==> src/motion_detect_pkg.sv <==
// constants, state layout and carrier types for the motion event detection block
package motion_detect_pkg;

  // time base
  localparam int CLK_PERIOD_NS = 10;
  localparam int HALF_MS_NS = 500000;
  localparam int HALF_MS_CYCLES = (HALF_MS_NS + CLK_PERIOD_NS - 1) / CLK_PERIOD_NS;
  localparam int DIV_W = 20;

  // register indices; byte address is four times the index
  localparam logic [5:0] IDX_SOURCE = 6'h0A;
  localparam logic [5:0] IDX_MODE = 6'h16;
  localparam logic [5:0] IDX_CLEAR = 6'h17;
  localparam logic [5:0] IDX_CTRL_A = 6'h18;
  localparam logic [5:0] IDX_CTRL_B = 6'h19;
  localparam logic [5:0] IDX_LEVEL_LIM = 6'h1A;
  localparam logic [5:0] IDX_PULSE_LIM = 6'h1B;
  localparam logic [5:0] IDX_PULSE_LEN = 6'h1C;
  localparam logic [5:0] IDX_PULSE_GAP = 6'h1D;
  localparam logic [5:0] IDX_SPAN = 6'h1E;

  // field positions
  localparam int CLR_A_BIT = 0;
  localparam int CLR_B_BIT = 1;
  localparam int PIN_SWAP_BIT = 0;
  localparam int SRC_LSB = 1;
  localparam int AXIS_DIS_LSB = 3;
  localparam int THRESHOLD_SIGNED_OPTION_BIT = 6;
  localparam int FILTER_BANDWIDTH_SELECT_BIT = 7;
  localparam int LEVEL_POLARITY_COMBINE_BIT = 0;
  localparam int PULSE_POLARITY_COMBINE_BIT = 1;
  localparam int OUTPUT_DRIVE_STRENGTH_BIT = 2;

  localparam logic [7:0] REG_RESET = 8'h00;

  // operating modes
  localparam logic [1:0] MODE_STANDBY = 2'h0;
  localparam logic [1:0] MODE_MEASURE = 2'h1;
  localparam logic [1:0] MODE_LEVEL = 2'h2;
  localparam logic [1:0] MODE_PULSE = 2'h3;

  // interrupt source routing
  localparam logic [1:0] SRC_LEVEL_PULSE = 2'h0;
  localparam logic [1:0] SRC_PULSE_LEVEL = 2'h1;
  localparam logic [1:0] SRC_SINGLE_DOUBLE = 2'h2;

  localparam logic [1:0] RESP_OKAY = 2'h0;
  localparam logic [1:0] RESP_SLVERR = 2'h2;

  typedef struct packed {
    logic [2:0][7:0] axis;
  } sample_t;

  typedef enum logic [2:0] {P_IDLE, P_FIRST, P_LATENCY, P_WINDOW, P_SECOND, P_RELEASE} pulse_state_t;

  typedef struct packed {
    logic [1:0] mode;
    logic [7:0] clear;
    logic [7:0] ctrl_a;
    logic [7:0] ctrl_b;
    logic [7:0] level_lim;
    logic [7:0] pulse_lim;
    logic [7:0] pulse_len;
    logic [7:0] pulse_gap;
    logic [7:0] span;
    logic [2:0] level_flags;
    logic [2:0] pulse_flags;
    logic [2:0] pulse_axes;
    logic flag_a;
    logic flag_b;
    logic line_a;
    logic line_b;
    pulse_state_t pstate;
    logic [8:0] timer;
    logic [DIV_W-1:0] div;
    logic half_tick;
    logic awready;
    logic aw_held;
    logic [5:0] aw_idx;
    logic wready;
    logic w_held;
    logic [7:0] wdata;
    logic wstrb0;
    logic bvalid;
    logic [1:0] bresp;
    logic arready;
    logic rvalid;
    logic [7:0] rdata;
    logic [1:0] rresp;
  } state_t;

endpackage

==> src/motion_event_detect_config.sv <==
// motion event detection with its control registers on an AXI4-Lite slave
//
// What this block does
// mode field selects standby, measure, level, pulse
// clear bit A drops line A and flags
// zero in clear bit A changes nothing
// clear bit B drops line B and flags
// zero in clear bit B changes nothing
// source 00: A level, B pulse
// source 01: A pulse, B level
// source 10: A single, B single or double
// swap bit exchanges the two interrupt pins
// axis disable bits exclude axes from detection
// threshold option: absolute or signed level compare
// bandwidth bit selects 62.5 Hz or 125 Hz
// level polarity: positive OR, negative AND
// pulse polarity: positive OR, negative AND
// level limit unsigned 7-bit or signed 8-bit
// pulse limit uses low seven bits only
// host writes zero to pulse limit top bit
// pulse length counts in 0.5 ms steps
// pulse gap counts in 1 ms steps
// second pulse span counts in 1 ms steps
// all these registers reset to zero
// flags and lines stay latched until cleared
// timers run from a fixed derived time base
//
// The AXI4-Lite register port was chosen for this implementation.
module motion_event_detect_config #(
  parameter int ADDR_W = 8,
  parameter int TICK_CYCLES = motion_detect_pkg::HALF_MS_CYCLES
) (
  input wire logic CORE_CLK,
  input wire logic RST_N,
  input wire logic [ADDR_W-1:0] AWADDR,
  input wire logic AWVALID,
  output logic AWREADY,
  input wire logic [31:0] WDATA,
  input wire logic [3:0] WSTRB,
  input wire logic WVALID,
  output logic WREADY,
  output logic [1:0] BRESP,
  output logic BVALID,
  input wire logic BREADY,
  input wire logic [ADDR_W-1:0] ARADDR,
  input wire logic ARVALID,
  output logic ARREADY,
  output logic [31:0] RDATA,
  output logic [1:0] RRESP,
  output logic RVALID,
  input wire logic RREADY,
  input wire motion_detect_pkg::sample_t SAMPLE,
  input wire logic SAMPLE_VALID,
  output logic IRQ_LINE_A,
  output logic IRQ_LINE_B,
  output logic FILTER_BW_SEL,
  output logic OUTPUT_DRIVE_STRONG,
  output logic [1:0] OPERATING_MODE
);

  if (ADDR_W < 8) begin : g_bad_addr
    $error("ADDR_W must be at least 8");
  end
  if (TICK_CYCLES < 2 || TICK_CYCLES > 2 ** motion_detect_pkg::DIV_W) begin : g_bad_tick
    $error("TICK_CYCLES out of range");
  end

  motion_detect_pkg::state_t s;
  motion_detect_pkg::state_t n;

  logic [2:0] axis_en;
  logic [2:0] lvl_hit;
  logic [2:0] pls_hit;
  logic level_any;
  logic pulse_any;

  // per-axis compare against the level and pulse limits
  for (genvar i = 0; i < 3; i++) begin : g_axis
    logic [7:0] v;
    logic [7:0] mag;
    logic lvl_above;
    logic pls_above;
    assign v = SAMPLE.axis[i];
    assign mag = v[7] ? 8'(-v) : v;
    // axis disable
    assign axis_en[i] = !s.ctrl_a[motion_detect_pkg::AXIS_DIS_LSB + i];
    // R15: absolute or signed compare
    assign lvl_above = s.ctrl_a[motion_detect_pkg::THRESHOLD_SIGNED_OPTION_BIT] ? ($signed(v) >= $signed(s.level_lim))
                                                                : (mag >= {1'b0, s.level_lim[6:0]});
    // low seven bits only
    assign pls_above = mag >= {1'b0, s.pulse_lim[6:0]};
    assign lvl_hit[i] = s.ctrl_b[motion_detect_pkg::LEVEL_POLARITY_COMBINE_BIT] ? !lvl_above : lvl_above;
    assign pls_hit[i] = s.ctrl_b[motion_detect_pkg::PULSE_POLARITY_COMBINE_BIT] ? !pls_above : pls_above;
  end

  // level combine across axes
  assign level_any = s.ctrl_b[motion_detect_pkg::LEVEL_POLARITY_COMBINE_BIT] ? ((&(lvl_hit | ~axis_en)) && (|axis_en))
                                                           : (|(lvl_hit & axis_en));
  // pulse combine across axes
  assign pulse_any = s.ctrl_b[motion_detect_pkg::PULSE_POLARITY_COMBINE_BIT] ? ((&(pls_hit | ~axis_en)) && (|axis_en))
                                                           : (|(pls_hit & axis_en));

  always_comb begin
    logic wr_fire;
    logic [5:0] ar_idx;
    logic level_ev;
    logic single_ev;
    logic double_ev;
    logic ev_a;
    logic ev_b;
    logic a_is_level;
    logic b_is_level;
    logic clr_a;
    logic clr_b;
    logic [1:0] src;
    logic double_sel;
    logic [8:0] len_half;
    logic [8:0] gap_half;
    logic [8:0] span_half;
    n = s;
    ev_a = 1'b0;
    ev_b = 1'b0;
    a_is_level = 1'b0;
    b_is_level = 1'b0;
    clr_a = 1'b0;
    clr_b = 1'b0;
    double_sel = 1'b0;
    wr_fire = 1'b0;
    ar_idx = ARADDR[7:2];
    level_ev = 1'b0;
    single_ev = 1'b0;
    double_ev = 1'b0;
    src = s.ctrl_a[motion_detect_pkg::SRC_LSB +: 2];
    // duration in half-millisecond ticks
    len_half = {1'b0, s.pulse_len};
    // latency in whole milliseconds
    gap_half = {s.pulse_gap, 1'b0};
    // second window in whole milliseconds
    span_half = {s.span, 1'b0};

    // half-millisecond tick divider
    n.half_tick = 1'b0;
    if (s.div == motion_detect_pkg::DIV_W'(TICK_CYCLES - 1)) begin
      n.div = '0;
      n.half_tick = 1'b1;
    end else begin
      n.div = s.div + 1'b1;
    end

    // write address and data are taken independently
    if (AWVALID && s.awready) begin
      n.aw_held = 1'b1;
      n.aw_idx = AWADDR[7:2];
    end
    if (WVALID && s.wready) begin
      n.w_held = 1'b1;
      n.wdata = WDATA[7:0];
      n.wstrb0 = WSTRB[0];
    end
    if (s.bvalid && BREADY) begin
      n.bvalid = 1'b0;
    end
    if (s.aw_held && s.w_held && !s.bvalid) begin
      wr_fire = s.wstrb0;
      n.aw_held = 1'b0;
      n.w_held = 1'b0;
      n.bvalid = 1'b1;
      n.bresp = motion_detect_pkg::RESP_OKAY;
      case (s.aw_idx)
        motion_detect_pkg::IDX_SOURCE: begin
          wr_fire = 1'b0;
        end
        motion_detect_pkg::IDX_MODE,
        motion_detect_pkg::IDX_CLEAR,
        motion_detect_pkg::IDX_CTRL_A,
        motion_detect_pkg::IDX_CTRL_B,
        motion_detect_pkg::IDX_LEVEL_LIM,
        motion_detect_pkg::IDX_PULSE_LIM,
        motion_detect_pkg::IDX_PULSE_LEN,
        motion_detect_pkg::IDX_PULSE_GAP,
        motion_detect_pkg::IDX_SPAN: begin
        end
        default: begin
          wr_fire = 1'b0;
          n.bresp = motion_detect_pkg::RESP_SLVERR;
        end
      endcase
    end
    if (wr_fire) begin
      case (s.aw_idx)
        motion_detect_pkg::IDX_MODE: n.mode = s.wdata[1:0];
        motion_detect_pkg::IDX_CLEAR: n.clear = s.wdata;
        motion_detect_pkg::IDX_CTRL_A: n.ctrl_a = s.wdata;
        motion_detect_pkg::IDX_CTRL_B: n.ctrl_b = {5'h00, s.wdata[2:0]};
        motion_detect_pkg::IDX_LEVEL_LIM: n.level_lim = s.wdata;
        motion_detect_pkg::IDX_PULSE_LIM: n.pulse_lim = s.wdata;
        motion_detect_pkg::IDX_PULSE_LEN: n.pulse_len = s.wdata;
        motion_detect_pkg::IDX_PULSE_GAP: n.pulse_gap = s.wdata;
        motion_detect_pkg::IDX_SPAN: n.span = s.wdata;
        default: n.mode = s.mode;
      endcase
    end
    // R3: R4: R5: clear acts only on a written one
    clr_a = wr_fire && (s.aw_idx == motion_detect_pkg::IDX_CLEAR) && s.wdata[motion_detect_pkg::CLR_A_BIT];
    clr_b = wr_fire && (s.aw_idx == motion_detect_pkg::IDX_CLEAR) && s.wdata[motion_detect_pkg::CLR_B_BIT];

    // read channel
    if (s.rvalid && RREADY) begin
      n.rvalid = 1'b0;
    end
    if (ARVALID && s.arready) begin
      n.rvalid = 1'b1;
      n.rresp = motion_detect_pkg::RESP_OKAY;
      case (ar_idx)
        motion_detect_pkg::IDX_SOURCE: n.rdata = {s.flag_b, s.flag_a, s.pulse_flags, s.level_flags};
        motion_detect_pkg::IDX_MODE: n.rdata = {6'h00, s.mode};
        motion_detect_pkg::IDX_CLEAR: n.rdata = s.clear;
        motion_detect_pkg::IDX_CTRL_A: n.rdata = s.ctrl_a;
        motion_detect_pkg::IDX_CTRL_B: n.rdata = s.ctrl_b;
        motion_detect_pkg::IDX_LEVEL_LIM: n.rdata = s.level_lim;
        motion_detect_pkg::IDX_PULSE_LIM: n.rdata = s.pulse_lim;
        motion_detect_pkg::IDX_PULSE_LEN: n.rdata = s.pulse_len;
        motion_detect_pkg::IDX_PULSE_GAP: n.rdata = s.pulse_gap;
        motion_detect_pkg::IDX_SPAN: n.rdata = s.span;
        default: begin
          n.rdata = 8'h00;
          n.rresp = motion_detect_pkg::RESP_SLVERR;
        end
      endcase
    end

    // level detection runs in level mode only
    level_ev = SAMPLE_VALID && level_any && (s.mode == motion_detect_pkg::MODE_LEVEL);

    // pulse timing; hit changes are judged on samples, time on ticks
    if (s.half_tick && s.timer != 9'h1FF) begin
      n.timer = s.timer + 1'b1;
    end
    case (s.pstate)
      motion_detect_pkg::P_IDLE: begin
        if (SAMPLE_VALID && pulse_any) begin
          n.pulse_axes = pls_hit & axis_en;
          n.timer = '0;
          n.pstate = motion_detect_pkg::P_FIRST;
        end
      end
      motion_detect_pkg::P_FIRST: begin
        // too long a pulse is no pulse
        if (s.timer > len_half) begin
          n.pstate = motion_detect_pkg::P_RELEASE;
        end else if (SAMPLE_VALID && !pulse_any) begin
          single_ev = 1'b1;
          n.timer = '0;
          n.pstate = motion_detect_pkg::P_LATENCY;
        end
      end
      motion_detect_pkg::P_LATENCY: begin
        // dead time before the second window
        if (s.timer >= gap_half) begin
          n.timer = '0;
          n.pstate = motion_detect_pkg::P_WINDOW;
        end
      end
      motion_detect_pkg::P_WINDOW: begin
        // second pulse must start inside the window
        if (s.timer >= span_half) begin
          n.pstate = motion_detect_pkg::P_IDLE;
        end else if (SAMPLE_VALID && pulse_any) begin
          n.pulse_axes = s.pulse_axes | (pls_hit & axis_en);
          n.timer = '0;
          n.pstate = motion_detect_pkg::P_SECOND;
        end
      end
      motion_detect_pkg::P_SECOND: begin
        if (s.timer > len_half) begin
          n.pstate = motion_detect_pkg::P_RELEASE;
        end else if (SAMPLE_VALID && !pulse_any) begin
          double_ev = 1'b1;
          n.pstate = motion_detect_pkg::P_IDLE;
        end
      end
      motion_detect_pkg::P_RELEASE: begin
        if (SAMPLE_VALID && !pulse_any) begin
          n.pstate = motion_detect_pkg::P_IDLE;
        end
      end
      default: n.pstate = motion_detect_pkg::P_IDLE;
    endcase
    // pulse detection runs in pulse mode only
    if (s.mode != motion_detect_pkg::MODE_PULSE) begin
      n.pstate = motion_detect_pkg::P_IDLE;
      single_ev = 1'b0;
      double_ev = 1'b0;
    end

    // R7: R8: route events to the two flags
    double_sel = (s.span != 8'h00) && (s.pulse_gap != 8'h00);
    case (src)
      motion_detect_pkg::SRC_PULSE_LEVEL: begin
        ev_a = single_ev;
        ev_b = level_ev;
        a_is_level = 1'b0;
        b_is_level = 1'b1;
      end
      motion_detect_pkg::SRC_SINGLE_DOUBLE: begin
        ev_a = single_ev;
        ev_b = double_sel ? double_ev : single_ev;
        a_is_level = 1'b0;
        b_is_level = 1'b0;
      end
      default: begin
        ev_a = level_ev;
        ev_b = single_ev;
        a_is_level = 1'b1;
        b_is_level = 1'b0;
      end
    endcase

    // latched flags, a new event wins over a clear
    n.flag_a = ev_a || (s.flag_a && !clr_a);
    n.flag_b = ev_b || (s.flag_b && !clr_b);
    if ((clr_a && a_is_level) || (clr_b && b_is_level)) begin
      n.level_flags = 3'h0;
    end
    if ((clr_a && !a_is_level) || (clr_b && !b_is_level)) begin
      n.pulse_flags = 3'h0;
    end
    if (level_ev) begin
      n.level_flags = n.level_flags | (lvl_hit & axis_en);
    end
    if (single_ev || double_ev) begin
      n.pulse_flags = n.pulse_flags | s.pulse_axes;
    end

    // pin swap
    n.line_a = s.ctrl_a[motion_detect_pkg::PIN_SWAP_BIT] ? n.flag_b : n.flag_a;
    n.line_b = s.ctrl_a[motion_detect_pkg::PIN_SWAP_BIT] ? n.flag_a : n.flag_b;

    n.awready = !n.aw_held;
    n.wready = !n.w_held;
    n.arready = !n.rvalid;
  end

  always_ff @(posedge CORE_CLK) begin
    if (!RST_N) begin
      // every register clears on reset
      s <= '0;
    end else begin
      s <= n;
    end
  end

  assign AWREADY = s.awready;
  assign WREADY = s.wready;
  assign BVALID = s.bvalid;
  assign BRESP = s.bresp;
  assign ARREADY = s.arready;
  assign RVALID = s.rvalid;
  assign RRESP = s.rresp;
  assign RDATA = {24'h000000, s.rdata};
  assign IRQ_LINE_A = s.line_a;
  assign IRQ_LINE_B = s.line_b;
  // filter bandwidth select to the filter
  assign FILTER_BW_SEL = s.ctrl_a[motion_detect_pkg::FILTER_BANDWIDTH_SELECT_BIT];
  assign OUTPUT_DRIVE_STRONG = s.ctrl_b[motion_detect_pkg::OUTPUT_DRIVE_STRENGTH_BIT];
  assign OPERATING_MODE = s.mode;

endmodule

==> config.mk <==
export PLATFORM = sky130hd
export DESIGN_NAME = motion_event_detect_config
export DESIGN_NICKNAME = d
export VERILOG_FILES = /design/src/motion_detect_pkg.sv /design/src/motion_event_detect_config.sv
export SDC_FILE = /design/constraint.sdc
export NUM_CORES = 1
export LEC_CHECK = 0
export BUFFER_PORTS_ARGS = -buffer_cell sky130_fd_sc_hd__buf_2
export CAP_MARGIN = 10
export CORE_MARGIN = 10
export CORE_UTILIZATION = 48
export CTS_CLUSTER_DIAMETER = 200
export DETAILED_ROUTE_END_ITERATION = 8
export HOLD_SLACK_MARGIN = 0.05
export PLACE_DENSITY = 0.74
export SETUP_SLACK_MARGIN = 0.15
export SLEW_MARGIN = 15
export SYNTH_ARGS = -nofsm -noshare
export SYNTH_HDL_FRONTEND = slang
export SYNTH_SLANG_ARGS = --single-unit
export TNS_END_PERCENT = 30
==> constraint.sdc <==
create_clock -name CORE_CLK -period 5.9 [get_ports CORE_CLK]
set_input_delay 0.295 -clock CORE_CLK [delete_from_list [all_inputs] [get_ports CORE_CLK]]
set_output_delay 0.295 -clock CORE_CLK [all_outputs]
set_load 0.05 [all_outputs]
# After elaboration in Yosys (flattened, before gate mapping)
# Index checks and enable logic that the tools add are counted.
[word_totals]
register_bits = 141
inputBits = 84
out_inout_bits = 47
word_cells = 231
[op_classes]
addsub = 5
order_cmp = 12
n_eq_ne = 37
n_mux = 62
bitwise = 9
n_reduce_logical = 73
[ops]
columns = ["operator", "count"]
rows = [
  ["equality test 6 x 5 -> 1 bit (second input constant)", 18],
  ["case mux 8 bit (10 select lines)", 1],
  ["greater-or-equal comparator 8 x 7 -> 1 bit", 6],
  ["2-to-1 mux 12 bit", 4],
  ["2-to-1 mux 3 bit", 12],
  ["case mux 9 bit (4 select lines)", 1],
  ["2-to-1 mux 1 bit", 30],
  ["2-to-1 mux 9 bit", 3],
  ["greater-or-equal comparator 8 bit", 3],
  ["logical AND 1 bit", 24],
  ["2-to-1 mux 8 bit", 3],
  ["negator 8 bit", 3],
  ["adder 20 x 1 -> 20 bit (second input constant)", 1],
  ["equality test 20 x 16 -> 1 bit (second input constant)", 1],
  ["OR reduction 10 bit", 2],
  ["greater-or-equal comparator 9 bit", 2],
  ["case mux 3 bit (6 select lines)", 1],
  ["AND reduction 2 bit", 9],
  ["zero test 1 bit", 17],
  ["nonzero test 8 bit", 2],
  ["bitwise OR 3 bit", 5],
  ["equality test 6 x 4 -> 1 bit (second input constant)", 2],
  ["2-to-1 mux 11 bit", 1],
  ["2-to-1 mux 10 bit", 1],
  ["25 further kinds", 46],
]

# Depth between registers and ports, before layout
# Gate-level depths: netlist of the first run.
[logic_depth]
ltp_word = 19
mapped_depth = 14
mapped_depth_nobuf = 14

# Worst setup path after synthesis of the first run
# Ideal clock, no wire load.
[synth_path]
path_kind = "input port to flip-flop"
startpoint = "input port SAMPLE[1] (netlist name)"
endpoint = "register s[55] (netlist name)"
setup_time_ns = 0.151
arrival_time_ns = 3.147
t_required_ns = 5.749
setup_slack_ns = 2.602
stages = 11
n_path_buf = 0
cell_sequence = "or3_1 -> o31ai_1 -> xnor2_1 -> ha_1 -> a21o_1 -> a211oi_1 -> a21oi_1 -> nor4_1 -> o31ai_1 -> nor3_1 -> nor4_1"
[synth_between]
elab_chain_cells = 14
elab_cells_between_ends = 20
cone_classes = "1 x add/sub; 1 x order compare; 9 x mux; 2 x bitwise; 7 x reduce/logical"
[synth_lines]
columns = ["element", "line", "rtl"]
rows = [
  ["from (decl)", "motion_event_detect_config.sv:52", "input wire motion_detect_pkg::sample_t SAMPLE,"],
  ["negator 8 bit", "motion_event_detect_config.sv:84", "assign mag = v[7] ? 8'(-v) : v;"],
  ["2-to-1 mux 8 bit (*)", "motion_event_detect_config.sv:84", ""],
  ["greater-or-equal comparator 8 x 7 -> 1 bit (*)", "motion_event_detect_config.sv:91", "assign pls_above = mag >= {1'b0, s.pulse_lim[6:0]};"],
  ["zero test 1 bit", "motion_event_detect_config.sv:93", "assign pls_hit[i] = s.ctrl_b[motion_detect_pkg::PULSE_POLARITY_COMBINE_BIT] ? !pls_above : pls_above;"],
  ["2-to-1 mux 1 bit (*)", "motion_event_detect_config.sv:93", ""],
  ["bitwise OR 3 bit", "motion_event_detect_config.sv:100", "assign pulse_any = s.ctrl_b[motion_detect_pkg::PULSE_POLARITY_COMBINE_BIT] ? ((&(pls_hit | ~axis_en)) && (|axi ..."],
  ["AND reduction 3 bit", "motion_event_detect_config.sv:100", ""],
  ["logical AND 1 bit", "motion_event_detect_config.sv:100", ""],
  ["2-to-1 mux 1 bit (*)", "motion_event_detect_config.sv:100", ""],
  ["zero test 1 bit", "motion_event_detect_config.sv:251", "end else if (SAMPLE_VALID && !pulse_any) begin"],
  ["logical AND 1 bit", "motion_event_detect_config.sv:251", ""],
  ["2-to-1 mux 12 bit", "motion_event_detect_config.sv:251", ""],
  ["2-to-1 mux 9 bit", "motion_event_detect_config.sv:249", "if (s.timer > len_half) begin"],
  ["case mux 9 bit (4 select lines) (*)", "motion_event_detect_config.sv:239", "case (s.pstate)"],
  ["to (signal assigned)", "motion_event_detect_config.sv:349", "s <= n;"],
  ["to (decl)", "motion_event_detect_config.sv:68", "motion_detect_pkg::state_t s;"],
]
# Mark *: on every way between the ends. The rest lies on a longest branch, timed or not. The select of a mux whose other input is x is not followed.
# A chain may end at the register's enable or synchronous reset.

# Worst setup path after layout of the first run
[layout_path]
startpoint = "input port SAMPLE[1] (netlist name)"
endpoint = "register s[58] (netlist name)"
# Same word-level chain as after synthesis.

==> run metrics, run 1 <==
ys flop type=dfxtp_1; CTS Buf Count=17; GP Congestion=0.991; Hold Path Class=primary input to flop; TritonCTS clock tree=done; CTS H-tree depth=4; Detailed Route WL=24,300 µm; Comb pwr share=0.119; Psw=0.649 mW; RSZ-0062 raised after global routing=false; initial antenna violation count=0; number of synthesized register bits=139; crit path max-delay cell type=nor3_1; Post-CTS Setup Inserts=0; TritonCTS Sinks=139; Clk pwr share=0.482; Area contributors post-synth=dfxtp_1 (31%), ha_1 (13%), mux2i_1 (5.5%), nor2_1 (4.9%), nand2_1 (4.5%); Clock Skews=0.00865 ns; drt pass-1 iters=5; row count=50; GRT Util Overall=0.192; Die W=158 µm; nets=1,325; Async SR Flop Fraction=0; Internal=1.78 mW; total I/O pin count=131; final hold vios=0; clk root buf=clkbuf_16; core area=18,700 µm²; clock-pin slew on the worst setup and hold paths=0.06 ns; worst-case clock buffer depth=2; Sequential Power Share=0.400; fin crit period=3.61 ns; Slew Limit Fails=0; Ys Warns=0; Post-synth EDFFs=0; required time worst endpoint=6.17 ns; Antenna diodes=0; Synth Cell Area=9120 µm²; Seq/Total Area, Yosys=0.305; Die H=158 µm; ANT nets after route=0; CP max FO=9; Final Cycle Share=0.612; CP peak stage delay=0.80 ns; DR vias/cell=5.87; GRT overflow=0; delay-heaviest family, CP=simple AND/OR/NAND/NOR gates; vias in the first global route=7,632; Clk Latency, worst-skew pair=0.43 ns; Setup Viol. Count Final=0; P&R area growth vs syn=10.7%; Leakage=3.92 nW; Net Sw Frac=0.267; Vias=8,172; share of cells above drive strength 1=0.111; Fillers=1,721; pin count of the biggest net entering global routing=58; total power=2.43 mW; Worst Setup End Kind=flop; post-CTS resize count=0; Hold Buf Count CTS=0; Initial DRC Count=702; DR WL/cell=17.4 µm; die area=24,900 µm²; Least-Margin Pin Slew=1.02 ns; first-pass GRT wire length=38,800 µm; Port Buffers=73; unique cell type count in the Yosys netlist=71; Rel. slew slack=0.314; highest clock rate=277 MHz; startpoint types=primary input; top cell type's share of synthesized area=0.305; cell taking the most area after synthesis=dfxtp_1; HPWL after detailed placement=18,100 µm; Setup Total Neg Slack=0 ns; flip-flop count of the largest register after layout=118; Avg Cell Area, Syn=8.23 µm²; WS Path Type=primary input to flop; # DRC=0; register with the most flip-flops=s; Max IR drop VDD=0.000230 V; Initial Util=0.487; Mapped Cells=1,108; Pwr Density=241 nW/µm²; maxcap violations=0; crit-path cells=buf_2, or3_1, o31ai_1, xnor2_1, ha_1, a21o_1, a211oi_1, a21oi_1, nor4_1, o31ai_1, nor3_1, nor4_1; CP arrival=3.88 ns; Crit path buffers/inverters=1; status=finished clean
==> metal layers <==
layer	track usage	vias up	routed length, µm
li1	-	4011	-
met1	0.250	3838	10900
met2	0.310	279	11400
met3	0.0396	44	1520
met4	0.0623	0	532
met5	0	-	0
==> placed cells by master (no fill, tap or decap), drive strengths merged, types with 7 or more instances in the layout <==
cell      n
nand2b   19
xor2     13
inv      66
a31oi     9
mux2i    50
dfxtp   139
conb     26
a21o     10
nor2b    11
xnor2    29
nor3     19
and3     24
o21ai    30
nor4     21
ha       95
clkbuf   18
a22oi    17
nand4    11
nor2    119
nand3    46
nand2   109
or4       7
a221oi   10
buf      77
a21oi    66
==> worst reg2reg max path: stages (launching register included) <==
cell and delay, ns:
dfxtp_1 0.36, inv_1 0.12, ha_1 0.32, a211o_1 0.12, a31oi_1 0.03, or3_1 0.40
a31oi_1 0.69, o21a_1 0.22, o31ai_1 0.11, nor3_1 0.80, nor4_1 0.12
==> final cells by class <==
type / count / area (µm²) / share of cell area
Clock inverter: 14 / 206 / 0.0205
Sequential cell: 139 / 2780 / 0.276
Clock buffer: 18 / 439 / 0.0435
Multi-Input combinational cell: 850 / 5740 / 0.569
Inverter: 61 / 230 / 0.0228
Timing Repair Buffer: 77 / 395 / 0.0392
Tap cell: 234 / 293 / 0.0290
==> worst paths after layout <==
check | start | to | slack (ns) | cells after the start
max | SAMPLE[1] | s[58]$_SDFF_PN0_ | 2.29 | 12
min | WDATA[4] | s[20]$_SDFFE_PN0P_ | 0.10 | 3
max reg2reg | s[106]$_SDFFE_PN0P_ | s[58]$_SDFF_PN0_ | 2.46 | 10
min reg2reg | s[35]$_SDFF_PP0_ | s[35]$_SDFF_PP0_ | 0.47 | 1
==> power by group through the flow <==
stage | combinational [mW] | clock, mW | sequential (mW)
3_5_place_dp | 0.284 | 0 | 0.992
4_1_cts | 0.285 | 1.18 | 0.971
6_report | 0.288 | 1.17 | 0.971
2_1_floorplan | 0.227 | 0 | 0.987
5_1_grt | 0.321 | 1.23 | 0.973
3_3_place_gp | 0.276 | 0 | 0.992
==> logic make-up (layout without fill, tap and decap cells) <==
family	Yosys count	count (layout)	share of synthesized area
xor+xnor	42	42	0.0404
mux	55	55	0.0648
flops	139	139	0.305
buf+inv	144	170	0.0752
other cells	1	26	0.000411
fa+ha+maj	95	95	0.130
compound gates	212	212	0.158
simple gates	420	420	0.226
==> synthesized netlist by cell type (9+ instances only) <==
library cell / count
a21o_1: 10
a21oi_1: 64
a221oi_1: 10
a22oi_1: 17
a31oi_1: 9
and3_1: 22
buf_4: 38
clkbuf_1: 39
dfxtp_1: 139
ha_1: 95
inv_1: 60
mux2i_1: 50
nand2_1: 109
nand2b_1: 19
nand3_1: 46
nand4_1: 11
nor2_1: 119
nor2b_1: 11
nor3_1: 18
nor4_1: 19
o21ai_0: 30
xnor2_1: 29
xor2_1: 13
==> stage by stage <==
| stage | utilization | cells | area (µm²) | worst slack, ns | hold slack, ns |
|---|---|---|---|---|---|
| 2_1_floorplan | - | 1133 | 9210 | 2.60 | 0.430 |
| 3_3_place_gp | 0.505 | 1361 | 9440 | 2.04 | 0.443 |
| 3_5_place_dp | 0.505 | 1361 | 9440 | 1.94 | 0.449 |
| 4_1_cts | 0.539 | 1393 | 10100 | 2.38 | 0.0947 |
| 5_1_grt | 0.539 | 1393 | 10100 | 1.91 | 0.103 |
| 6_report | 0.539 | 1393 | 10100 | 2.29 | 0.105 |
Power figures use the tool's default switching activity.
==> run 2: changes to the inputs <==
--- a/config.mk
+++ b/config.mk
@@ -5,6 +5,7 @@
 export SDC_FILE = /design/constraint.sdc
 export NUM_CORES = 1
 export LEC_CHECK = 0
+export ABC_AREA = 1
 export BUFFER_PORTS_ARGS = -buffer_cell sky130_fd_sc_hd__buf_2
 export CAP_MARGIN = 10
 export CORE_MARGIN = 10
@@ -12,7 +13,7 @@
 export CTS_CLUSTER_DIAMETER = 200
 export DETAILED_ROUTE_END_ITERATION = 8
 export HOLD_SLACK_MARGIN = 0.05
-export PLACE_DENSITY = 0.74
+export PLACE_DENSITY = 0.76
 export SETUP_SLACK_MARGIN = 0.15
 export SLEW_MARGIN = 15
 export SYNTH_ARGS = -nofsm -noshare
==> constraint.sdc (replaced) <==
create_clock -name CORE_CLK -period 3.3 [get_ports CORE_CLK]
set_input_delay 0.165 -clock CORE_CLK [delete_from_list [all_inputs] [get_ports CORE_CLK]]
set_output_delay 0.165 -clock CORE_CLK [all_outputs]
set_load 0.05 [all_outputs]
==> run 2 against run 1 <==
Net effect: sequential power increased by 79%; utilization increased by 1.3 points; sequential share of layout area decreased by 0.74 points; non-clock buffer count increased by 15; synthesized area increased by 1.1%.
==> run metrics, run 2 <==
status=finished clean; Synth Cell Area=9220 µm² (+1.1%); first-pass GRT wire length=40,300 µm (+4.0%); initial antenna violation count=0 (unchanged); CTS H-tree depth=4 (unchanged); worst-case clock buffer depth=2 (unchanged); Antenna diodes=0 (unchanged); GRT overflow=0 (unchanged); Crit Reg-Reg Startpoint=s[109]$_SDFFE_PN0P_; TritonCTS clock tree=done; fin crit period=2.75 ns; most frequent cells in the layout=nand2_1 (226), inv_1 (212), a21oi_1 (145); CP arrival=3.10 ns (-0.78 ns); synth cell count leaders=nand2_1 (226), inv_1 (212), a21oi_1 (145), dfxtp_1 (139), nor2_1 (109); cell taking the most area after synthesis=dfxtp_1; Pwr Density=409 nW/µm² (+70%); Area contributors post-synth=dfxtp_1 (30%), ha_1 (13%), nand2_1 (9.2%), inv_1 (8.6%), a21oi_1 (7.9%); Vias=8,940 (+9.4%); required time worst endpoint=3.65 ns (-2.52 ns); Avg Cell Area, Syn=6.93 µm² (-16%); ANT nets after route=0 (unchanged); Detailed Route WL=25,200 µm (+3.8%); Die W=159 µm (+0.48%); GP Congestion=0.944 (-4.7%); CP max FO=5 (-4); vias in the first global route=8,350 (+9.4%); Die H=159 µm (+0.48%); Mapped Cells=1,329 (+20%); highest clock rate=363 MHz; Fillers=1,794 (+4.2%); final hold vios=0 (unchanged); Setup Viol. Count Final=0 (unchanged); P&R area growth vs syn=12.5%; Initial Util=0.491 (+0.00371); pin count of the biggest net entering global routing=51 (-12%); Async SR Flop Fraction=0 (unchanged); fin util=0.552 (+0.0131); Slew Limit Fails=0 (unchanged); Leakage=4.72 nW (+20%); Port Buffers=73 (unchanged); DR WL/cell=15.3 µm (-12%); WS Path Type=primary input to flop; row count=50 (unchanged); share of cells above drive strength 1=0.107 (-0.00396); RSZ-0062 raised after global routing=true; GRT Util Overall=0.200 (+0.00770); nets=1,582 (+19%); core area=18,800 µm² (+0.33%); TritonCTS Sinks=139 (unchanged); # DRC=0 (unchanged); Hold Path Class=primary input to flop; CTS Buf Count=17 (unchanged); Setup Total Neg Slack=0 ns (unchanged); Least-Margin Pin Slew=0.656 ns (-0.365 ns); Initial DRC Count=654 (-6.8%); most common cell after layout, fill and taps aside=nand2_1; hold path start=WDATA[1]; clk root buf=clkbuf_16; total I/O pin count=131 (unchanged); Reg2Reg Setup Slack=0.66 ns (-1.80 ns); drt pass-1 iters=7 (+2); Clock Skews=0.0148 ns (+0.00615 ns); post-CTS resize count=0 (unchanged); DR vias/cell=5.42 (-7.6%); crit path from=SAMPLE[9]; Rel. slew slack=0.557 (+0.243); Clk Latency, worst-skew pair=0.43 ns (about the same); Seq/Total Area, Yosys=0.302 (-0.00332); ys flop type=dfxtp_1; unique cell type count in the Yosys netlist=48 (-32%); startpoint types=primary input; clock-pin slew on the worst setup and hold paths=0.06 ns (about the same); count leader, synth=nand2_1; number of synthesized register bits=139 (unchanged); Final Cycle Share=0.834; Worst Setup End Kind=flop; Ys Warns=0 (unchanged); register with the most flip-flops=s; top cell type's share of synthesized area=0.302 (-0.00332); die area=25,100 µm² (+0.96%); maxcap violations=0 (unchanged); Post-synth EDFFs=0 (unchanged); HPWL after detailed placement=19,300 µm (+6.5%); Max IR drop VDD=0.000373 V (+62%); flip-flop count of the largest register after layout=118 (unchanged)
-- run 2: power by group --
group / leakage (nW) / internal, mW / switching [mW] / total [mW]
Clock: 0.295 / 1.15 / 0.777 / 1.93
Sequential: 1.12 / 1.71 / 0.0370 / 1.74
Combinational: 3.30 / 0.195 / 0.375 / 0.570
-- run 2: cell type report --
cell class	count	area, µm²	area share
multi-input combinational	931	5310	0.512
sequential	139	2780	0.268
clock inverter	14	158	0.0152
timing repair buffer	92	556	0.0536
clock buffer	18	439	0.0424
tap	234	293	0.0282
inverter	222	833	0.0804
-- run 2: final timing paths --
kind,cells past startpoint,endpoint
max reg2reg,17,s[71]$_SDFFE_PN0P_
min reg2reg,1,s[35]$_SDFF_PP0_
min,3,s[17]$_SDFFE_PN0P_
max,21,s[71]$_SDFFE_PN0P_
-- run 2: timing repair --
| item | in CTS | in global routing |
|---|---|---|
| hold endpoints to repair | 14 | 0 |
| hold buffers | 14 | 0 |
| buffers inserted | 0 | 1 |
| setup endpoints to repair | 0 | 11 |
-- run 2: per-layer routing --
| metal | share of wire | track usage | wire, µm |
|---|---|---|---|
| met5 | 0 | 0 | 0 |
| met4 | 0.034 | 0.0790 | 857 |
| met3 | 0.082 | 0.0359 | 2080 |
| met2 | 0.45 | 0.330 | 11300 |
| met1 | 0.43 | 0.252 | 11000 |
-- run 2: worst max-delay path, stage by stage --
cell and delay [ns]:
buf_2 0.12, nor2_1 0.13, nand3_1 0.15, o21ai_0 0.25
xnor2_1 0.20, ha_1 0.30, nand2_1 0.08, nand2_1 0.05
nand2_1 0.05, nand2_1 0.04, nor2_1 0.23, nand2_1 0.09
nand2_1 0.10, nand3_1 0.08, nand3_1 0.12, nand2_2 0.12
a21oi_4 0.23, nand3_1 0.18, nand2_1 0.17, nand4_1 0.10
a21oi_1 0.15
-- run 2: cell families (layout without fill, tap and decap cells) --
group / after synthesis / count (layout) / share of synthesized area
buffers and inverters: 284 / 346 / 0.133
AOI/OAI and AO/OA: 314 / 314 / 0.189
DFF: 139 / 139 / 0.302
other: 1 / 26 / 0.000407
xor gates and xnor gates: 16 / 16 / 0.0152
and+or+nand+nor: 480 / 480 / 0.232
adders and majority gates: 95 / 95 / 0.129
-- run 2: per-stage QoR --
stage / setup WS [ns] / instance area [µm²] / instances / hold WS (ns) / total power, mW
after floorplan: 0.753 / 9310 / 1354 / 0.328 / 2.21
after global placement: 0.120 / 9610 / 1603 / 0.416 / 2.31
after detailed placement: 0.0845 / 9610 / 1603 / 0.423 / 2.32
after CTS: 0.502 / 10300 / 1649 / 0.0582 / 4.25
after global routing: 0.126 / 10400 / 1650 / 0.0869 / 4.41
final: 0.547 / 10400 / 1650 / 0.0666 / 4.24
